**config.mk**
```make
export PLATFORM = sky130hd
export DESIGN_NAME = sp_serial_port
export DESIGN_NICKNAME = d
export VERILOG_FILES = /design/src/hw/sp_pkg.sv /design/src/hw/sp_serial_port.sv
export SDC_FILE = /design/constraint.sdc
export NUM_CORES = 1
export LEC_CHECK = 0
export BUFFER_PORTS_ARGS = -buffer_cell sky130_fd_sc_hd__buf_2
export CAP_MARGIN = 10
export CORE_MARGIN = 2
export CORE_UTILIZATION = 40
export CTS_CLUSTER_SIZE = 12
export DETAILED_ROUTE_END_ITERATION = 6
export GPL_TIMING_DRIVEN = 0
export MAX_ROUTING_LAYER = met4
export PLACE_DENSITY = 0.65
export SETUP_SLACK_MARGIN = 0.4
export SLEW_MARGIN = 10
export SYNTH_ARGS = -nofsm -noshare
export SYNTH_HDL_FRONTEND = slang
export SYNTH_SLANG_ARGS = --single-unit
```
**constraint.sdc**
```tcl
create_clock -name CLK_SYS_I -period 4.8 [get_ports CLK_SYS_I]
set_input_delay 0.48 -clock CLK_SYS_I [delete_from_list [all_inputs] [get_ports CLK_SYS_I]]
set_output_delay 0.48 -clock CLK_SYS_I [all_outputs]
set_load 0.03 [all_outputs]
```
**src/hw/sp_pkg.sv**
```systemverilog
package sp_pkg;
    // ==========================================================
    // register map (byte addresses, one aligned word each)
    // ==========================================================
    localparam logic [7:0] SP_CTRL_OFS   = 8'h00;  // serial_control_reg
    localparam logic [7:0] SP_DATA_OFS   = 8'h04;  // serial_data_buffer
    localparam logic [7:0] SP_STATUS_OFS = 8'h08;  // live activity bits
    localparam logic [7:0] SP_BAUD_OFS   = 8'h0C;  // baud tick reload

    // control field positions
    localparam int SP_RX_DONE_BIT  = 0;
    localparam int SP_TX_DONE_BIT  = 1;
    localparam int SP_NINTH_TX_BIT = 3;
    localparam int SP_NINTH_RX_BIT = 2;
    localparam int SP_REN_BIT      = 4;
    localparam int SP_MPF_BIT      = 5;
    localparam int SP_MODE_LO_BIT  = 6;
    localparam int SP_MODE_HI_BIT  = 7;

    // reset values
    localparam logic [7:0]  SP_CTRL_RST = 8'h00;
    localparam logic [15:0] SP_BAUD_RST = 16'h0000;

    // timing counts
    localparam int SP_MC_CLKS    = 12;  // clocks per machine cycle
    localparam int SP_M0_BITS    = 8;   // data bits per mode 0 transfer
    localparam int SP_DIV16      = 16;  // counter states per bit time
    localparam logic [8:0] SP_RX0_INIT = 9'h0FE;  // 11111110 pattern
    localparam logic [9:0] SP_RX1_INIT = 10'h3FF;

    // operating modes
    typedef enum logic [1:0] {
        SP_MODE_SHIFT = 2'b00,
        SP_MODE_UART8 = 2'b01,
        SP_MODE_UART9 = 2'b10,
        SP_MODE_UART9V = 2'b11
    } sp_mode_t;
endpackage

```
**src/hw/sp_serial_port.sv**
```systemverilog
// Notes on behaviour
// [RULE_01] receive-done set on completion; software clears
// [RULE_02] two mode bits select one of four
// [RULE_03] data buffer write starts a transmission
// [RULE_04] mode 0 receive needs flag low, enable
// [RULE_05] uart receive starts on start bit if enabled
// [RULE_06] mode 0 data on line0, clock on line1
// [RULE_07] mode 0 write loads marker, send after cycle
// [RULE_08] send routes shift data and clock out
// [RULE_09] mode 0 shift right each active cycle
// [RULE_10] mode 0 final shift, done tenth cycle
// [RULE_11] mode 0 receive loads 11111110 then active
// [RULE_12] mode 0 receive shifts left sampling line0
// [RULE_13] leftmost zero ends receive, loads buffer
// [RULE_14] uart frame: start, eight data, stop
// [RULE_15] receive complete when stop stored
// [RULE_16] uart bit rate from timer overflow
// [RULE_17] uart write loads marker, requests send
// [RULE_18] uart transmit waits for counter rollover
// [RULE_19] start bit, data enable, then shifting
// [RULE_20] uart shift right, final shift on marker
// [RULE_21] transmit-done set after last bit
// [RULE_22] divide-by-16 advances per baud tick
// [RULE_23] idle line high, done flag set
//
// Added by the designer: the APB interface to the registers and the register offsets.
`timescale 1ns/10ps
`default_nettype none
module sp_serial_port #(
    parameter int MC_CLKS = sp_pkg::SP_MC_CLKS   // system clocks per machine cycle
) (
    input  wire logic        CLK_SYS_I,
    input  wire logic        RESETN_I,
    input  wire logic        PSEL_I,
    input  wire logic        PENABLE_I,
    input  wire logic        PWRITE_I,
    input  wire logic [7:0]  PADDR_I,
    input  wire logic [31:0] PWDATA_I,
    output logic      [31:0] PRDATA_O,
    output logic             PREADY_O,
    output logic             PSLVERR_O,
    input  wire logic        TIMER_OVF_I,     // selected timer overflow pulse
    input  wire logic        PORT3_LINE0_I,   // serial data / receive pin
    output logic             PORT3_LINE0_O,
    output logic             PORT3_LINE0_OE_O,
    output logic             PORT3_LINE1_O    // shift clock or uart transmit
);
    import sp_pkg::*;

    // ==========================================================
    // pin synchroniser
    // ==========================================================
    logic rxd_m_q;   // first stage, read only by second
    logic rxd_s_q;   // synchronised receive pin
    logic rxd_p_q;   // previous value, for edge find
    always_ff @(posedge CLK_SYS_I or negedge RESETN_I) begin
        if (!RESETN_I) begin
            rxd_m_q <= 1'b1;
            rxd_s_q <= 1'b1;
            rxd_p_q <= 1'b1;
        end else begin
            rxd_m_q <= PORT3_LINE0_I;
            rxd_s_q <= rxd_m_q;
            rxd_p_q <= rxd_s_q;
        end
    end

    // ==========================================================
    // machine cycle and baud tick generation
    // ==========================================================
    logic [4:0]  mc_cnt_q;     // position inside machine cycle
    logic [15:0] baud_cnt_q;   // baud tick divider
    logic [15:0] baud_rld_q;   // software divider reload
    logic [3:0]  div16_q;      // divide-by-16 transmit counter
    logic [3:0]  rdiv16_q;     // receive counter, realigned on start
    wire         mc_end   = (mc_cnt_q == 5'(MC_CLKS - 1));
    wire         mc_mid   = (mc_cnt_q == 5'(MC_CLKS / 2 - 1));
    // a tick needs an overflow, so a zero reload gives one tick per overflow
    wire         baud_tick = TIMER_OVF_I && (baud_cnt_q == 16'h0000);
    wire         roll16   = baud_tick && (div16_q == 4'hF);
    always_ff @(posedge CLK_SYS_I or negedge RESETN_I) begin
        if (!RESETN_I) begin
            mc_cnt_q   <= 5'h00;
            baud_cnt_q <= 16'h0000;
        end else begin
            mc_cnt_q <= mc_end ? 5'h00 : mc_cnt_q + 5'h01;
            // [RULE_16] timer overflow clocks baud
            if (TIMER_OVF_I)
                baud_cnt_q <= baud_tick ? baud_rld_q : baud_cnt_q - 16'h0001;
        end
    end
    // [RULE_22] advance once per tick
    always_ff @(posedge CLK_SYS_I or negedge RESETN_I) begin
        if (!RESETN_I)
            div16_q <= 4'h0;
        else if (baud_tick)
            div16_q <= div16_q + 4'h1;
    end

    // ==========================================================
    // control register and mode decode
    // ==========================================================
    logic [7:0] ctrl_q;       // serial_control_reg
    logic [7:0] serial_data_buffer_rx_q;    // received serial_data_buffer
    // [RULE_02] mode from two select bits
    wire sp_mode_t mode = sp_mode_t'({ctrl_q[SP_MODE_HI_BIT], ctrl_q[SP_MODE_LO_BIT]});
    wire m0      = (mode == SP_MODE_SHIFT);
    wire ren     = ctrl_q[SP_REN_BIT];
    wire rx_done_flag = ctrl_q[SP_RX_DONE_BIT];
    // writes land only on the ready edge, once per transfer
    wire apb_wr  = PSEL_I && PENABLE_I && PWRITE_I && PREADY_O;
    wire wr_ctrl = apb_wr && (PADDR_I == SP_CTRL_OFS);
    // [RULE_03] buffer write starts transmit
    wire wr_data = apb_wr && (PADDR_I == SP_DATA_OFS);
    wire wr_baud = apb_wr && (PADDR_I == SP_BAUD_OFS);
    wire addr_ok = (PADDR_I == SP_CTRL_OFS) || (PADDR_I == SP_DATA_OFS)
                || (PADDR_I == SP_STATUS_OFS) || (PADDR_I == SP_BAUD_OFS);

    // ==========================================================
    // transmitter
    // ==========================================================
    logic [8:0] tsr_q;       // transmit shift register with marker
    logic       tx_req_q;    // write seen, waiting to start
    logic       tx_arm_q;    // mode 0: first machine cycle boundary passed
    logic       send_q;      // transmit-active strobe
    logic       data_en_q;   // uart: shift output enabled
    logic [3:0] tx_bits_q;   // uart bit times since start
    logic       tx_set;      // pulse: set transmit-done
    wire        tsr_last = (tsr_q[8:2] == 7'h00) && tsr_q[1];
    wire        m0_tick  = mc_end;
    always_ff @(posedge CLK_SYS_I or negedge RESETN_I) begin
        if (!RESETN_I) begin
            tsr_q     <= 9'h000;
            tx_req_q  <= 1'b0;
            tx_arm_q  <= 1'b0;
            send_q    <= 1'b0;
            data_en_q <= 1'b0;
            tx_bits_q <= 4'h0;
            tx_set    <= 1'b0;
        end else begin
            tx_set <= 1'b0;
            if (wr_data) begin
                // [RULE_07] marker 1 into ninth position
                // [RULE_17] load ninth position and request
                tsr_q     <= {1'b1, PWDATA_I[7:0]};
                tx_req_q  <= 1'b1;
                tx_arm_q  <= 1'b0;
                send_q    <= 1'b0;
                data_en_q <= 1'b0;
            end else if (m0) begin
                // [RULE_07] send one machine cycle after write
                // first boundary arms, second starts: a full cycle always passes
                if (tx_req_q && m0_tick) begin
                    tx_arm_q <= 1'b1;
                    if (tx_arm_q) begin
                        tx_req_q <= 1'b0;
                        tx_arm_q <= 1'b0;
                        send_q   <= 1'b1;
                    end
                end else if (send_q && m0_tick) begin
                    // [RULE_10] final shift and done flag
                    if (tsr_last) begin
                        send_q <= 1'b0;
                        // [RULE_21] done after eighth bit
                        tx_set <= 1'b1;
                    end
                    // [RULE_09] right shift, zero fill
                    tsr_q <= {1'b0, tsr_q[8:1]};
                end
            end else if (roll16) begin
                // [RULE_18] start on counter rollover
                if (tx_req_q) begin
                    tx_req_q  <= 1'b0;
                    send_q    <= 1'b1;
                    tx_bits_q <= 4'h0;
                end else if (send_q) begin
                    tx_bits_q <= tx_bits_q + 4'h1;
                    // [RULE_19] data enable one bit time later
                    data_en_q <= 1'b1;
                    if (data_en_q) begin
                        // [RULE_20] shift right; extra shift on marker
                        tsr_q <= {1'b0, tsr_q[8:1]};
                        if (tsr_q[8:1] == 8'h00) begin
                            // [RULE_23] end frame, idle high
                            send_q    <= 1'b0;
                            data_en_q <= 1'b0;
                            tx_set    <= 1'b1;
                        end
                    end
                end
            end
        end
    end

    // ==========================================================
    // receiver
    // ==========================================================
    logic [9:0] rsr_q;       // receive shift register
    logic       rx_act_q;    // receive-active strobe
    logic       rx_arm_q;    // mode 0: load pending
    logic       rx_busy_q;   // uart: frame in progress
    logic [1:0] vote_q;      // uart majority samples
    logic       rx_set;      // pulse: set receive-done
    logic       rx9_set;     // pulse: store ninth bit
    logic       rx9_val;     // ninth bit value
    wire        fall     = rxd_p_q && !rxd_s_q;
    wire        mid_st   = (rdiv16_q >= 4'h6) && (rdiv16_q <= 4'h8);
    wire        vote     = (vote_q == 2'b11) || (vote_q[0] && rxd_s_q)
                        || (vote_q[1] && rxd_s_q);
    wire        mpf_ok   = !ctrl_q[SP_MPF_BIT] || rsr_q[9];
    // mode 0: first sampled bit ends on the left, so reverse it
    wire [7:0]  rx0_shift = {rsr_q[6:0], rxd_s_q};
    logic [7:0] rx0_byte;    // received byte, lsb first on the wire
    for (genvar gi = 0; gi < 8; gi++) begin : g_rev
        assign rx0_byte[gi] = rx0_shift[7 - gi];
    end
    always_ff @(posedge CLK_SYS_I or negedge RESETN_I) begin
        if (!RESETN_I) begin
            rsr_q     <= 10'h3FF;
            rx_act_q  <= 1'b0;
            rx_arm_q  <= 1'b0;
            rx_busy_q <= 1'b0;
            rdiv16_q  <= 4'h0;
            vote_q    <= 2'b00;
            serial_data_buffer_rx_q <= 8'h00;
            rx_set    <= 1'b0;
            rx9_set   <= 1'b0;
            rx9_val   <= 1'b0;
        end else begin
            rx_set  <= 1'b0;
            rx9_set <= 1'b0;
            if (m0) begin
                rx_busy_q <= 1'b0;
                // [RULE_04] start only with flag low, enable high
                if (!rx_act_q && !rx_arm_q && !send_q && !tx_req_q
                    && ren && !rx_done_flag && m0_tick) begin
                    rx_arm_q <= 1'b1;
                end else if (rx_arm_q && m0_tick) begin
                    // [RULE_11] load pattern, then receive active
                    rsr_q    <= {1'b1, SP_RX0_INIT};
                    rx_arm_q <= 1'b0;
                    rx_act_q <= 1'b1;
                end else if (rx_act_q && m0_tick) begin
                    // [RULE_12] shift left, sample line0
                    rsr_q <= {rsr_q[8:0], rxd_s_q};
                    // [RULE_13] leftmost zero: final shift, load buffer
                    if (!rsr_q[7]) begin
                        rx_act_q  <= 1'b0;
                        serial_data_buffer_rx_q <= rx0_byte;
                        // [RULE_01] flag after eighth bit
                        rx_set    <= 1'b1;
                    end
                end
            end else begin
                rx_act_q <= 1'b0;
                rx_arm_q <= 1'b0;
                // [RULE_05] start bit begins reception if enabled
                if (!rx_busy_q) begin
                    if (fall && ren) begin
                        rx_busy_q <= 1'b1;
                        rdiv16_q  <= 4'h0;
                        rsr_q     <= SP_RX1_INIT;
                    end
                end else if (baud_tick) begin
                    rdiv16_q <= rdiv16_q + 4'h1;
                    if (mid_st)
                        vote_q <= {vote_q[0], rxd_s_q};
                    if (rdiv16_q == 4'h8) begin
                        // [RULE_14] frame bits, lsb first
                        rsr_q <= {vote, rsr_q[9:1]};
                        if (rsr_q[9:1] == 9'h1FF && vote) begin
                            rx_busy_q <= 1'b0;  // false start
                        end else if (!rsr_q[0]) begin
                            rx_busy_q <= 1'b0;
                            if (!rx_done_flag && mpf_ok) begin
                                serial_data_buffer_rx_q <= rsr_q[8:1];
                                // [RULE_15] stop bit into ninth flag
                                rx9_set <= 1'b1;
                                rx9_val <= rsr_q[9];
                                // [RULE_01] flag after stop, filter permitting
                                rx_set  <= 1'b1;
                            end
                        end
                    end
                end
            end
        end
    end

    // ==========================================================
    // control register: hardware set wins over software clear
    // ==========================================================
    always_ff @(posedge CLK_SYS_I or negedge RESETN_I) begin
        if (!RESETN_I) begin
            ctrl_q     <= SP_CTRL_RST;
            baud_rld_q <= SP_BAUD_RST;
        end else begin
            if (wr_ctrl)
                ctrl_q <= PWDATA_I[7:0];
            if (rx_set)
                ctrl_q[SP_RX_DONE_BIT] <= 1'b1;
            if (tx_set)
                ctrl_q[SP_TX_DONE_BIT] <= 1'b1;
            if (rx9_set)
                ctrl_q[SP_NINTH_RX_BIT] <= rx9_val;
            if (wr_baud)
                baud_rld_q <= PWDATA_I[15:0];
        end
    end

    // ==========================================================
    // apb read path and pins, all registered
    // ==========================================================
    wire [31:0] rd_mux =
        (PADDR_I == SP_CTRL_OFS)   ? {24'h00_0000, ctrl_q} :
        (PADDR_I == SP_DATA_OFS)   ? {24'h00_0000, serial_data_buffer_rx_q} :
        (PADDR_I == SP_STATUS_OFS) ? {28'h000_0000, rx_busy_q, rx_act_q, tx_req_q, send_q} :
        (PADDR_I == SP_BAUD_OFS)   ? {16'h0000, baud_rld_q} : 32'h0000_0000;
    // [RULE_06] mode 0 clock low in first half of cycle when sending, until mc_mid when receiving
    wire sclk = !(m0 && send_q) || !(mc_cnt_q < 5'(MC_CLKS / 2));
    // [RULE_08] route data and clock while sending
    wire line1_d = m0 ? (sclk && !(rx_act_q && !mc_mid && mc_cnt_q < 5'(MC_CLKS / 2)))
                      : (!send_q || (data_en_q && tsr_q[0]));
    always_ff @(posedge CLK_SYS_I or negedge RESETN_I) begin
        if (!RESETN_I) begin
            PRDATA_O         <= 32'h0000_0000;
            PREADY_O         <= 1'b0;
            PSLVERR_O        <= 1'b0;
            PORT3_LINE0_O    <= 1'b1;
            PORT3_LINE0_OE_O <= 1'b0;
            PORT3_LINE1_O    <= 1'b1;
        end else begin
            // one wait state: ready in second access cycle
            PREADY_O         <= PSEL_I && PENABLE_I && !PREADY_O;
            PSLVERR_O        <= PSEL_I && PENABLE_I && !PREADY_O && !addr_ok;
            PRDATA_O         <= rd_mux;
            PORT3_LINE0_O    <= tsr_q[0];
            PORT3_LINE0_OE_O <= m0 && send_q;
            // [RULE_23] uart idle high
            PORT3_LINE1_O    <= line1_d;
        end
    end
endmodule // sp_serial_port
`default_nettype wire

```
==> parameters.txt, run 1 <==
Parameter                              Value

Run status
  Run status    complete, no violations

Cells and area
  Number of inserted diodes    0
  Flip-flop and latch area    2947 um2
  Synthesis-to-layout area growth    18.98%
  Fraction of final layout cells sized beyond drive strength 1    25.28%
  Commonest cells after routing, fill and taps aside    sky130_fd_sc_hd__dfrtp_1 (102), sky130_fd_sc_hd__buf_2 (53), sky130_fd_sc_hd__nor2_1 (45)
  Fill cell instance count of the final layout    1263
  Most common cell after layout, fill and taps aside    sky130_fd_sc_hd__dfrtp_1
  Count of placed standard cells in the final layout, fillers left out    813
  Footprint of the multi-input gates    2527 um2
  Final #Nets    677

Clock network
  Clock tree from TritonCTS    yes
  CTS clk-pin slew, worst paths    0.05 ns
  Post-CTS setup repair buffer count    0
  Hold bufs inserted after CTS    0
  TritonCTS buffer count    17
  Largest buffer count on any clock path    2
  Latest clock arrival within the worst-skew pair    0.42 ns
  Clock net sink count    117
  Post-CTS resize count    0
  CTS root buf    sky130_fd_sc_hd__clkbuf_16
  Depth of the CTS H-tree    4

Power
  P per Cell Area    365.7 nW/um2
  Leakage Power    0.003433 uW
  Largest voltage drop on the vdd net    0.2783 mV

Route
  First-pass DRT Iterations    4
  Number of DRC markers after the initial detailed-route iteration    301
  DRC Markers    0
  Routed Wire Length    13.07 mm
  Via count of the routed design    4325
  Residual antenna-violating net count after detailed routing    0
  Via/cell ratio    5.320
  Average detailed-routed wire length per instance    16.08 um

Logic synthesis
  Fraction of registers with async set/reset    100.0%
  Average cell area after synthesis    10.64 um2
  Post-synthesis register bit count    117
  Predominant post-synthesis flop cell    sky130_fd_sc_hd__dfrtp_1
  Synthesized netlist cell count    539
  EDFF count, synth    0
  Cell variety after synth    66
  Share of synthesized area occupied by flip-flops and latches    51.37%
  Area of the mapped netlist    5736 um2
  Synth Warn #    0

Setup path
  CP startpoint    baud_cnt_q[0]
  Type of origin of the critical path    flip-flop
  Arrival time worst endpoint    2.69 ns
  Max FO, Critical Path    5
  Startpoint of the lowest-slack register-to-register path    baud_cnt_q[0]
  Kind of capture point of the worst setup path    flip-flop
  Setup Crit Path Kind    flip-flop to flip-flop
  CP Data Required Time    5.09 ns

Die
  Die outline height    123.7 um
  Floorplan die width    123.7 um
  Std-Cell Rows    43
  IO Count    84
  Placeable Area    13930 um2
  Initial core utilization    41.16%
  Overall die area    15310 um2

Global routing
  Via count of the first global-routing pass    4289
  Global-route wire length before repair    21.36 mm
  Total Routing Usage GR    18.91%
  Maximum number of pins on one net before global-route repair    63
  Sum of overflow across all layers after global routing    0
  Initial antenna violation count    0

Placed design
  Final RePlAce weighted congestion    0.8435
  Final HPWL from detailed placement    9.439 mm
  Number of cells after detailed placement    784
  Total of buffers placed on input and output ports    49

Timing
  Final-report setup violation count    0
  Unrepaired setup endpoints after global routing    no
  WHS    0.01150 ns
  Minimum clock period    2.398 ns
  Hold violation total from the final report    0
  Sum of negative setup slack    0 ns
  Relative slew slack    55.64%
  Worst-Margin Slew    0.6584 ns
  F_max    417.0 MHz
  Worst clock skew    0.005547 ns
  Fraction of the cycle the final worst path needs    49.96%
  Number of slew-limit violations in the final report    0

Min path
  Worst hold path type    input pin to asynchronous set/reset pin

Run
  Max capacitance violation total    0
## worst paths after layout
check	slack [ns]	cells after the start	endpoint
max	2.40	7	data_en_q
min	0.01	1	PRDATA_O[11]
max reg2reg	2.40	7	data_en_q
min reg2reg	0.35	0	rxd_s_q
max in group asynchronous	4.06	2	PORT3_LINE1_O
min in group CLK_SYS_I	0.17	1	rxd_m_q
## cell usage after synthesis (all sizes together), types with 6 or more instances
| cell type | number | area [um2] |
|---|---|---|
| ha | 7 | 87.58 |
| nand4 | 9 | 56.30 |
| dfrtp | 102 | 2552 |
| o21ai | 31 | 158.9 |
| o22ai | 11 | 68.82 |
| and2 | 16 | 100.1 |
| dfstp | 15 | 394.1 |
| a22oi | 6 | 45.04 |
| clkbuf | 15 | 56.30 |
| nand2 | 37 | 138.9 |
| nand3 | 11 | 55.05 |
| nor4 | 11 | 83.83 |
| nor2 | 47 | 181.4 |
| inv | 24 | 90.08 |
| a21oi | 30 | 150.1 |
| mux2i | 18 | 180.2 |
| nor3 | 14 | 75.07 |
| buf | 24 | 171.4 |
| mux2 | 40 | 457.9 |
## where the power goes
part           total, uW  internal (uW)  switching, uW
registers           1120           1050           71.7
logic                253            103            150
clock network       1120            714            410
## worst max-delay path: stages (launching register included)
cell	delay, ns
sky130_fd_sc_hd__dfrtp_1	0.39
sky130_fd_sc_hd__inv_1	0.11
sky130_fd_sc_hd__ha_1	0.17
sky130_fd_sc_hd__nor4b_1	0.30
sky130_fd_sc_hd__nand4_1	0.38
sky130_fd_sc_hd__nor4_1	0.55
sky130_fd_sc_hd__nor4bb_1	0.29
sky130_fd_sc_hd__nor3_1	0.08
## per-layer routing
layer	up-vias	global-route usage, %	share of wire, %
met1	2112	24.11	46
li1	2073	-	-
met2	118	29.26	47
met3	22	3.846	4.7
met5	-	-	0
met4	0	8.381	2.4
## area by class of cell
cell class | instances | share of cell area, %
buffer | 39 | 3.337
tap | 180 | 3.300
multi-input combinational | 374 | 37.04
clock inverter | 4 | 0.3300
clock buffer | 25 | 7.407
inverter | 24 | 1.320
sequential | 117 | 43.18
timing repair buffer | 50 | 4.089
## registers in the layout, summed over array words and instances, names as in the netlist, 2 cells and up
name	flops
serial_data_buffer_rx_q	8
tsr_q	9
baud_cnt_q	16
vote_q	2
baud_rld_q	16
rdiv16_q	4
ctrl_q	8
PRDATA_O	16
rsr_q	10
mc_cnt_q	5
div16_q	4
## kinds of logic after synthesis
logic type                 Yosys count  synth area share, %
and+or+nand+nor                    174                16.01
other                                1              0.06538
xor gates and xnor gates             7                1.069
DFF                                117                51.37
buffers and inverters               63                5.541
muxes                               62                12.70
adders and majority gates            8                1.702
AOI/OAI and AO/OA                  107                11.54
## metrics by stage
stage               worst slack (ns)  total power, uW  area [um2]  utilization (%)
finish                         2.402             2496        6824            48.97
global route                   2.130             2606        6824            48.97
CTS                            2.424             2516        6824            48.97
detailed placement             2.411             1387        6296            45.18
global placement               1.877             1371        6262            44.94
floorplan                      2.760             1297        5792                -
Note: power is estimated with default switching activity, not from simulation.
==> run 2, diff against run 1 <==
--- a/config.mk
+++ b/config.mk
@@ -13,7 +13,7 @@
 export DETAILED_ROUTE_END_ITERATION = 6
 export GPL_TIMING_DRIVEN = 0
 export MAX_ROUTING_LAYER = met4
-export PLACE_DENSITY = 0.65
+export PLACE_DENSITY = 0.68
 export SETUP_SLACK_MARGIN = 0.4
 export SLEW_MARGIN = 10
 export SYNTH_ARGS = -nofsm -noshare
==> constraint.sdc (replaced) <==
create_clock -name CLK_SYS_I -period 2.1 [get_ports CLK_SYS_I]
set_input_delay 0.21 -clock CLK_SYS_I [delete_from_list [all_inputs] [get_ports CLK_SYS_I]]
set_output_delay 0.21 -clock CLK_SYS_I [all_outputs]
set_load 0.03 [all_outputs]
==> run 2 against run 1 <==
Core utilization rose by 6.3 points. Critical endpoint is now rdiv16_q[3]. Largest cell class unchanged. Critical path type unchanged. Sequential share of layout area fell by 4.9 points. Clock skew rose by 0.0027 ns. Largest power group is now the clock network.
==> parameters.txt, run 2 (synthesis gave the netlist of run 1 again) <==
Parameter                              Value

Global routing
  Via count of the first global-routing pass    4453
  Layer with the highest usage    met2
  Maximum number of pins on one net before global-route repair    67
  Sum of overflow across all layers after global routing    0
  Global-route wire length before repair    22.57 mm
  Met1 track demand over resource in global routing    25.01%
  Initial antenna violation count    0
  Met2 usage    31.87%
  Total Routing Usage GR    20.02%
  Met3 demand-to-capacity share in global routing    3.938%

Setup path
  CP Data Required Time    2.41 ns
  Max FO, Critical Path    6
  Arrival time worst endpoint    2.40 ns
  Setup Crit Path Kind    flip-flop to flip-flop
  Kind of capture point of the worst setup path    flip-flop
  Type of origin of the critical path    flip-flop

Placed design
  Standard cell area after detailed placement    6340 um2
  Total of buffers placed on input and output ports    49
  Final RePlAce weighted congestion    0.8421
  Final HPWL from detailed placement    9.551 mm
  Number of cells after detailed placement    784

Clock network
  Largest buffer count on any clock path    2
  CTS clk-pin slew, worst paths    0.06 ns
  Clock net sink count    117
  Clock tree from TritonCTS    yes
  TritonCTS buffer count    17
  Depth of the CTS H-tree    4
  CTS root buf    sky130_fd_sc_hd__clkbuf_16
  Latest clock arrival within the worst-skew pair    0.43 ns

Cells and area
  Largest regs    PRDATA_O x16, baud_cnt_q x16, baud_rld_q x16
  End-of-flow core utilization    55.32%
  Final #Nets    717
  Commonest cells after routing, fill and taps aside    sky130_fd_sc_hd__dfrtp_1 (98), sky130_fd_sc_hd__buf_2 (50), sky130_fd_sc_hd__buf_4 (42)
  Count of placed standard cells in the final layout, fillers left out    856
  Most common cell after layout, fill and taps aside    sky130_fd_sc_hd__dfrtp_1
  Synthesis-to-layout area growth    34.40%
  Fraction of final layout cells sized beyond drive strength 1    40.38%
  Post-route standard cell area excluding fillers    7709 um2
  Number of inserted diodes    0
  Fill cell instance count of the final layout    1138

Die
  IO Count    84
  Initial core utilization    41.16%
  Die outline height    123.7 um
  Placeable Area    13930 um2
  Std-Cell Rows    43
  Floorplan die width    123.7 um
  Overall die area    15310 um2

Route
  First-pass DRT Iterations    5
  Routed Wire Length    15.16 mm
  Residual antenna-violating net count after detailed routing    0
  DRC Markers    0
  Average detailed-routed wire length per instance    17.71 um
  Number of DRC markers after the initial detailed-route iteration    378
  Via count of the routed design    4755
  Via/cell ratio    5.555

Timing
  Minimum clock period    2.085 ns
  Final-report setup violation count    0
  F_max    479.6 MHz
  Fraction of the cycle the final worst path needs    99.29%
  Sum of negative setup slack    0 ns
  Relative slew slack    57.53%
  Number of slew-limit violations in the final report    0
  Unrepaired setup endpoints after global routing    yes
  Hold violation total from the final report    0
  Worst-Margin Slew    0.6370 ns
  Worst clock skew    0.008225 ns

Power
  Largest voltage drop on the vdd net    0.5987 mV
  Leakage Power    0.003791 uW
  P per Cell Area    830.9 nW/um2
  Total Power Consumption    6405 uW

Min path
  Worst hold path type    input pin to flip-flop

Run status
  Run status    complete, no violations

Run
  Max capacitance violation total    0
==> run 2: critical path, stage by stage (launching register included) <==
cell	delay, ns
sky130_fd_sc_hd__dfrtp_1	0.46
sky130_fd_sc_hd__nor4_2	0.40
sky130_fd_sc_hd__nand4_1	0.21
sky130_fd_sc_hd__buf_6	0.19
sky130_fd_sc_hd__nor3_1	0.17
sky130_fd_sc_hd__mux2_2	0.36
sky130_fd_sc_hd__a22o_1	0.18
==> run 2: metal layers <==
layer | part of all wire (%) | vias to the layer above
met3 | 4.7 | 39
met4 | 2.9 | 0
met5 | 0 | -
li1 | - | 2163
met2 | 50 | 189
met1 | 42 | 2364
==> run 2: layout make-up <==
cell class | count | area (um2) | area share [%]
Timing Repair Buffer | 90 | 658.1 | 8.538
Multi-Input combinational cell | 374 | 2908 | 37.72
Buffer | 39 | 280.3 | 3.636
Tap cell | 180 | 225.2 | 2.922
Inverter | 24 | 90.09 | 1.169
Sequential cell | 117 | 2952 | 38.29
Clock buffer | 21 | 470.5 | 6.103
Clock inverter | 11 | 125.1 | 1.623
==> run 2: metrics by stage <==
stage	worst slack (ns)	hold slack [ns]
after floorplan	0.1665	-0.08559
after global placement	-0.5610	0.3222
after detailed placement	-0.1250	0.2018
after CTS	0.07976	0.004426
after global routing	-0.03539	0.01577
final	0.01492	0.01371
==> run 2: what timing repair did <==
action	CTS	global route
gates resized for setup	60	59
hold buffers	2	0
setup buffers	17	17
setup endpoints to repair	70	62
gates cloned	3	1
pin swaps	16	20
hold endpoints to repair	38	0
==> run 2: worst paths after layout <==
| path | start | cells after the start | slack, ns | endpoint |
|---|---|---|---|---|
| max | baud_cnt_q[11] | 6 | 0.01 | rdiv16_q[3] |
| min in group asynchronous | RESETN_I | 2 | 0.32 | rx_arm_q |
| min | PWDATA_I[11] | 2 | 0.01 | baud_rld_q[11] |
| max reg2reg | baud_cnt_q[11] | 6 | 0.01 | rdiv16_q[3] |
| max in group asynchronous | RESETN_I | 3 | 1.09 | baud_cnt_q[2] |
| min reg2reg | rxd_m_q | 0 | 0.35 | rxd_s_q |
==> run 2: power breakdown <==
group | internal, uW | switching [uW] | total (uW)
registers | 2400 | 198 | 2590
clock network | 1840 | 1060 | 2900
logic | 419 | 490 | 909
total | 4650 | 1750 | 6410
==> run 3, diff against run 2 <==
--- a/config.mk
+++ b/config.mk
@@ -13,7 +13,7 @@
 export DETAILED_ROUTE_END_ITERATION = 6
 export GPL_TIMING_DRIVEN = 0
 export MAX_ROUTING_LAYER = met4
-export PLACE_DENSITY = 0.68
+export PLACE_DENSITY = 0.65
 export SETUP_SLACK_MARGIN = 0.4
 export SLEW_MARGIN = 10
 export SYNTH_ARGS = -nofsm -noshare
==> constraint.sdc (replaced) <==
create_clock -name CLK_SYS_I -period 2.3 [get_ports CLK_SYS_I]
set_input_delay 0.23 -clock CLK_SYS_I [delete_from_list [all_inputs] [get_ports CLK_SYS_I]]
set_output_delay 0.23 -clock CLK_SYS_I [all_outputs]
set_load 0.03 [all_outputs]
==> run 3 against run 2 <==
Wire length is 6.7% lower. Worst setup slack better by 0.23 ns. Critical path depth is 2 higher. Clock power is 4% higher. Power is 5.2% lower. Design area is 3.0% lower. Fmax is 1.6% higher. Die area stayed put. Sequential share of layout area is 1.1 points higher. Via count is 5.3% lower. Sequential power is 9.3% lower.
==> parameters.txt, run 3 (synthesis gave the netlist of run 1 again) <==
Parameter                              Value

Route
  DRC Markers    0
  Residual antenna-violating net count after detailed routing    0
  Via count of the routed design    4504
  Via/cell ratio    5.336
  Average detailed-routed wire length per instance    16.76 um
  Routed Wire Length    14.14 mm
  First-pass DRT Iterations    7
  Number of DRC markers after the initial detailed-route iteration    337

Global routing
  Via count of the first global-routing pass    4278
  Sum of overflow across all layers after global routing    0
  Maximum number of pins on one net before global-route repair    74
  Initial antenna violation count    0
  Total Routing Usage GR    19.52%
  Global-route wire length before repair    21.94 mm

Timing
  Worst clock skew    0.01050 ns
  F_max    487.4 MHz
  Fraction of the cycle the final worst path needs    89.20%
  Minimum clock period    2.052 ns
  Relative slew slack    58.49%
  Final-report setup violation count    0
  Number of slew-limit violations in the final report    0
  Hold violation total from the final report    0
  Sum of negative setup slack    0 ns
  Unrepaired setup endpoints after global routing    yes
  Worst-Margin Slew    0.6161 ns

Setup path
  Slowest CP cell    sky130_fd_sc_hd__dfrtp_1
  Setup Crit Path Kind    flip-flop to flip-flop
  Max FO, Critical Path    5
  Cell-by-cell listing of the critical path    inv_2, ha_4, nor4b_4, and4_4, and4_4, a31o_4, buf_6, mux2_4
  Delay of the slowest critical-path stage    0.39 ns
  Type of origin of the critical path    flip-flop
  CP Data Required Time    2.61 ns
  Arrival time worst endpoint    2.36 ns
  Cell type with the highest occurrence count on the critical path    sky130_fd_sc_hd__and4_4
  Kind of capture point of the worst setup path    flip-flop

Power
  Largest voltage drop on the vdd net    0.6217 mV
  P per Cell Area    812.2 nW/um2
  Leakage Power    0.003692 uW

Die
  Placeable Area    13930 um2
  Std-Cell Rows    43
  Die outline height    123.7 um
  Overall die area    15310 um2
  Initial core utilization    41.16%
  Floorplan die width    123.7 um
  IO Count    84

Cells and area
  Fill cell instance count of the final layout    1206
  Commonest cells after routing, fill and taps aside    sky130_fd_sc_hd__dfrtp_1 (100), sky130_fd_sc_hd__buf_2 (51), sky130_fd_sc_hd__nor2_1 (42)
  Final #Nets    705
  End-of-flow core utilization    53.68%
  Fraction of final layout cells sized beyond drive strength 1    34.94%
  Count of placed standard cells in the final layout, fillers left out    844
  Flip-flop and latch area    2949 um2
  Largest regs    PRDATA_O x16, baud_cnt_q x16, baud_rld_q x16
  Synthesis-to-layout area growth    30.41%
  Post-route standard cell area excluding fillers    7480 um2
  Footprint of the multi-input gates    2764 um2
  Number of inserted diodes    0
  Most common cell after layout, fill and taps aside    sky130_fd_sc_hd__dfrtp_1

Clock network
  Depth of the CTS H-tree    4
  Largest buffer count on any clock path    2
  CTS root buf    sky130_fd_sc_hd__clkbuf_16
  CTS clk-pin slew, worst paths    0.06 ns
  TritonCTS buffer count    17
  Clock tree from TritonCTS    yes
  Clock net sink count    117
  Latest clock arrival within the worst-skew pair    0.43 ns

Placed design
  Final RePlAce weighted congestion    0.8203
  Number of cells after detailed placement    784
  Total of buffers placed on input and output ports    49
  Standard cell area after detailed placement    6324 um2
  Final HPWL from detailed placement    9.312 mm

Run
  Max capacitance violation total    0

Run status
  Run status    complete, no violations

Min path
  Worst hold path type    input pin to flip-flop
-- run 3: power by group --
| group | switching (uW) | internal (uW) | leakage (uW) |
|---|---|---|---|
| Clock | 956 | 2050 | 0.000327 |
| Sequential | 162 | 2190 | 0.00152 |
| Combinational | 387 | 328 | 0.00184 |
| Total | 1500 | 4570 | 0.00369 |
-- run 3: worst max-delay path, delay by kind of cell, from the launching register on --
| kind | cells | cell delay (ns) |
|---|---|---|
| AND/OR/NAND/NOR | 3 | 0.77 |
| flip-flops | 1 | 0.39 |
| multiplexers | 1 | 0.30 |
| adder cells (fa/ha/maj) | 1 | 0.13 |
| buffers and inverters | 2 | 0.23 |
| AO/OA/AOI/OAI | 1 | 0.12 |
-- run 3: final cells by class --
cell class | count | share of cell area (%)
tap | 180 | 3.011
inverter | 24 | 1.204
multi-input combinational | 374 | 36.95
buffer | 39 | 3.446
timing repair buffer | 78 | 6.976
clock inverter | 13 | 3.061
sequential | 117 | 39.43
clock buffer | 19 | 5.922
-- run 3: final timing paths --
check,start,end,slack (ns),depth (start not counted)
max,baud_cnt_q[1],serial_data_buffer_rx_q[4],0.25,8
min,PWDATA_I[8],baud_rld_q[8],0.04,2
max reg2reg,baud_cnt_q[1],serial_data_buffer_rx_q[4],0.25,8
min reg2reg,rxd_m_q,rxd_s_q,0.36,0
max in group asynchronous,RESETN_I,PORT3_LINE0_O,1.27,3
min in group asynchronous,RESETN_I,PRDATA_O[11],0.29,2
-- run 3: repair_timing --
item | CTS | global route
resized for setup | 41 | 32
endpoints found under the hold margin | 34 | 0
pin swaps | 5 | 8
cloned | 2 | 0
setup endpoints to repair | 48 | 52
hold buffers | 2 | 0
setup buffers | 12 | 12
-- run 3: per-layer routing --
metal  global-route usage (%)  wire length [um]  vias to the layer above
met5                        -                 0                        -
met4                    9.872               446                        0
met3                    4.533               703                       33
met2                    29.74              6656                      142
met1                    24.37              6337                     2199
li1                         -                 -                     2130
-- run 3: per-stage QoR --
stage	setup slack, ns	hold WS [ns]	power (uW)
6_report	0.2483	0.03642	6075
5_1_grt	0.1915	0.04796	6270
4_1_cts	0.2949	0.03352	6026
3_5_place_dp	-0.003616	0.1790	2910
3_3_place_gp	-0.3803	0.3441	2882
2_1_floorplan	0.3665	-0.06559	2726
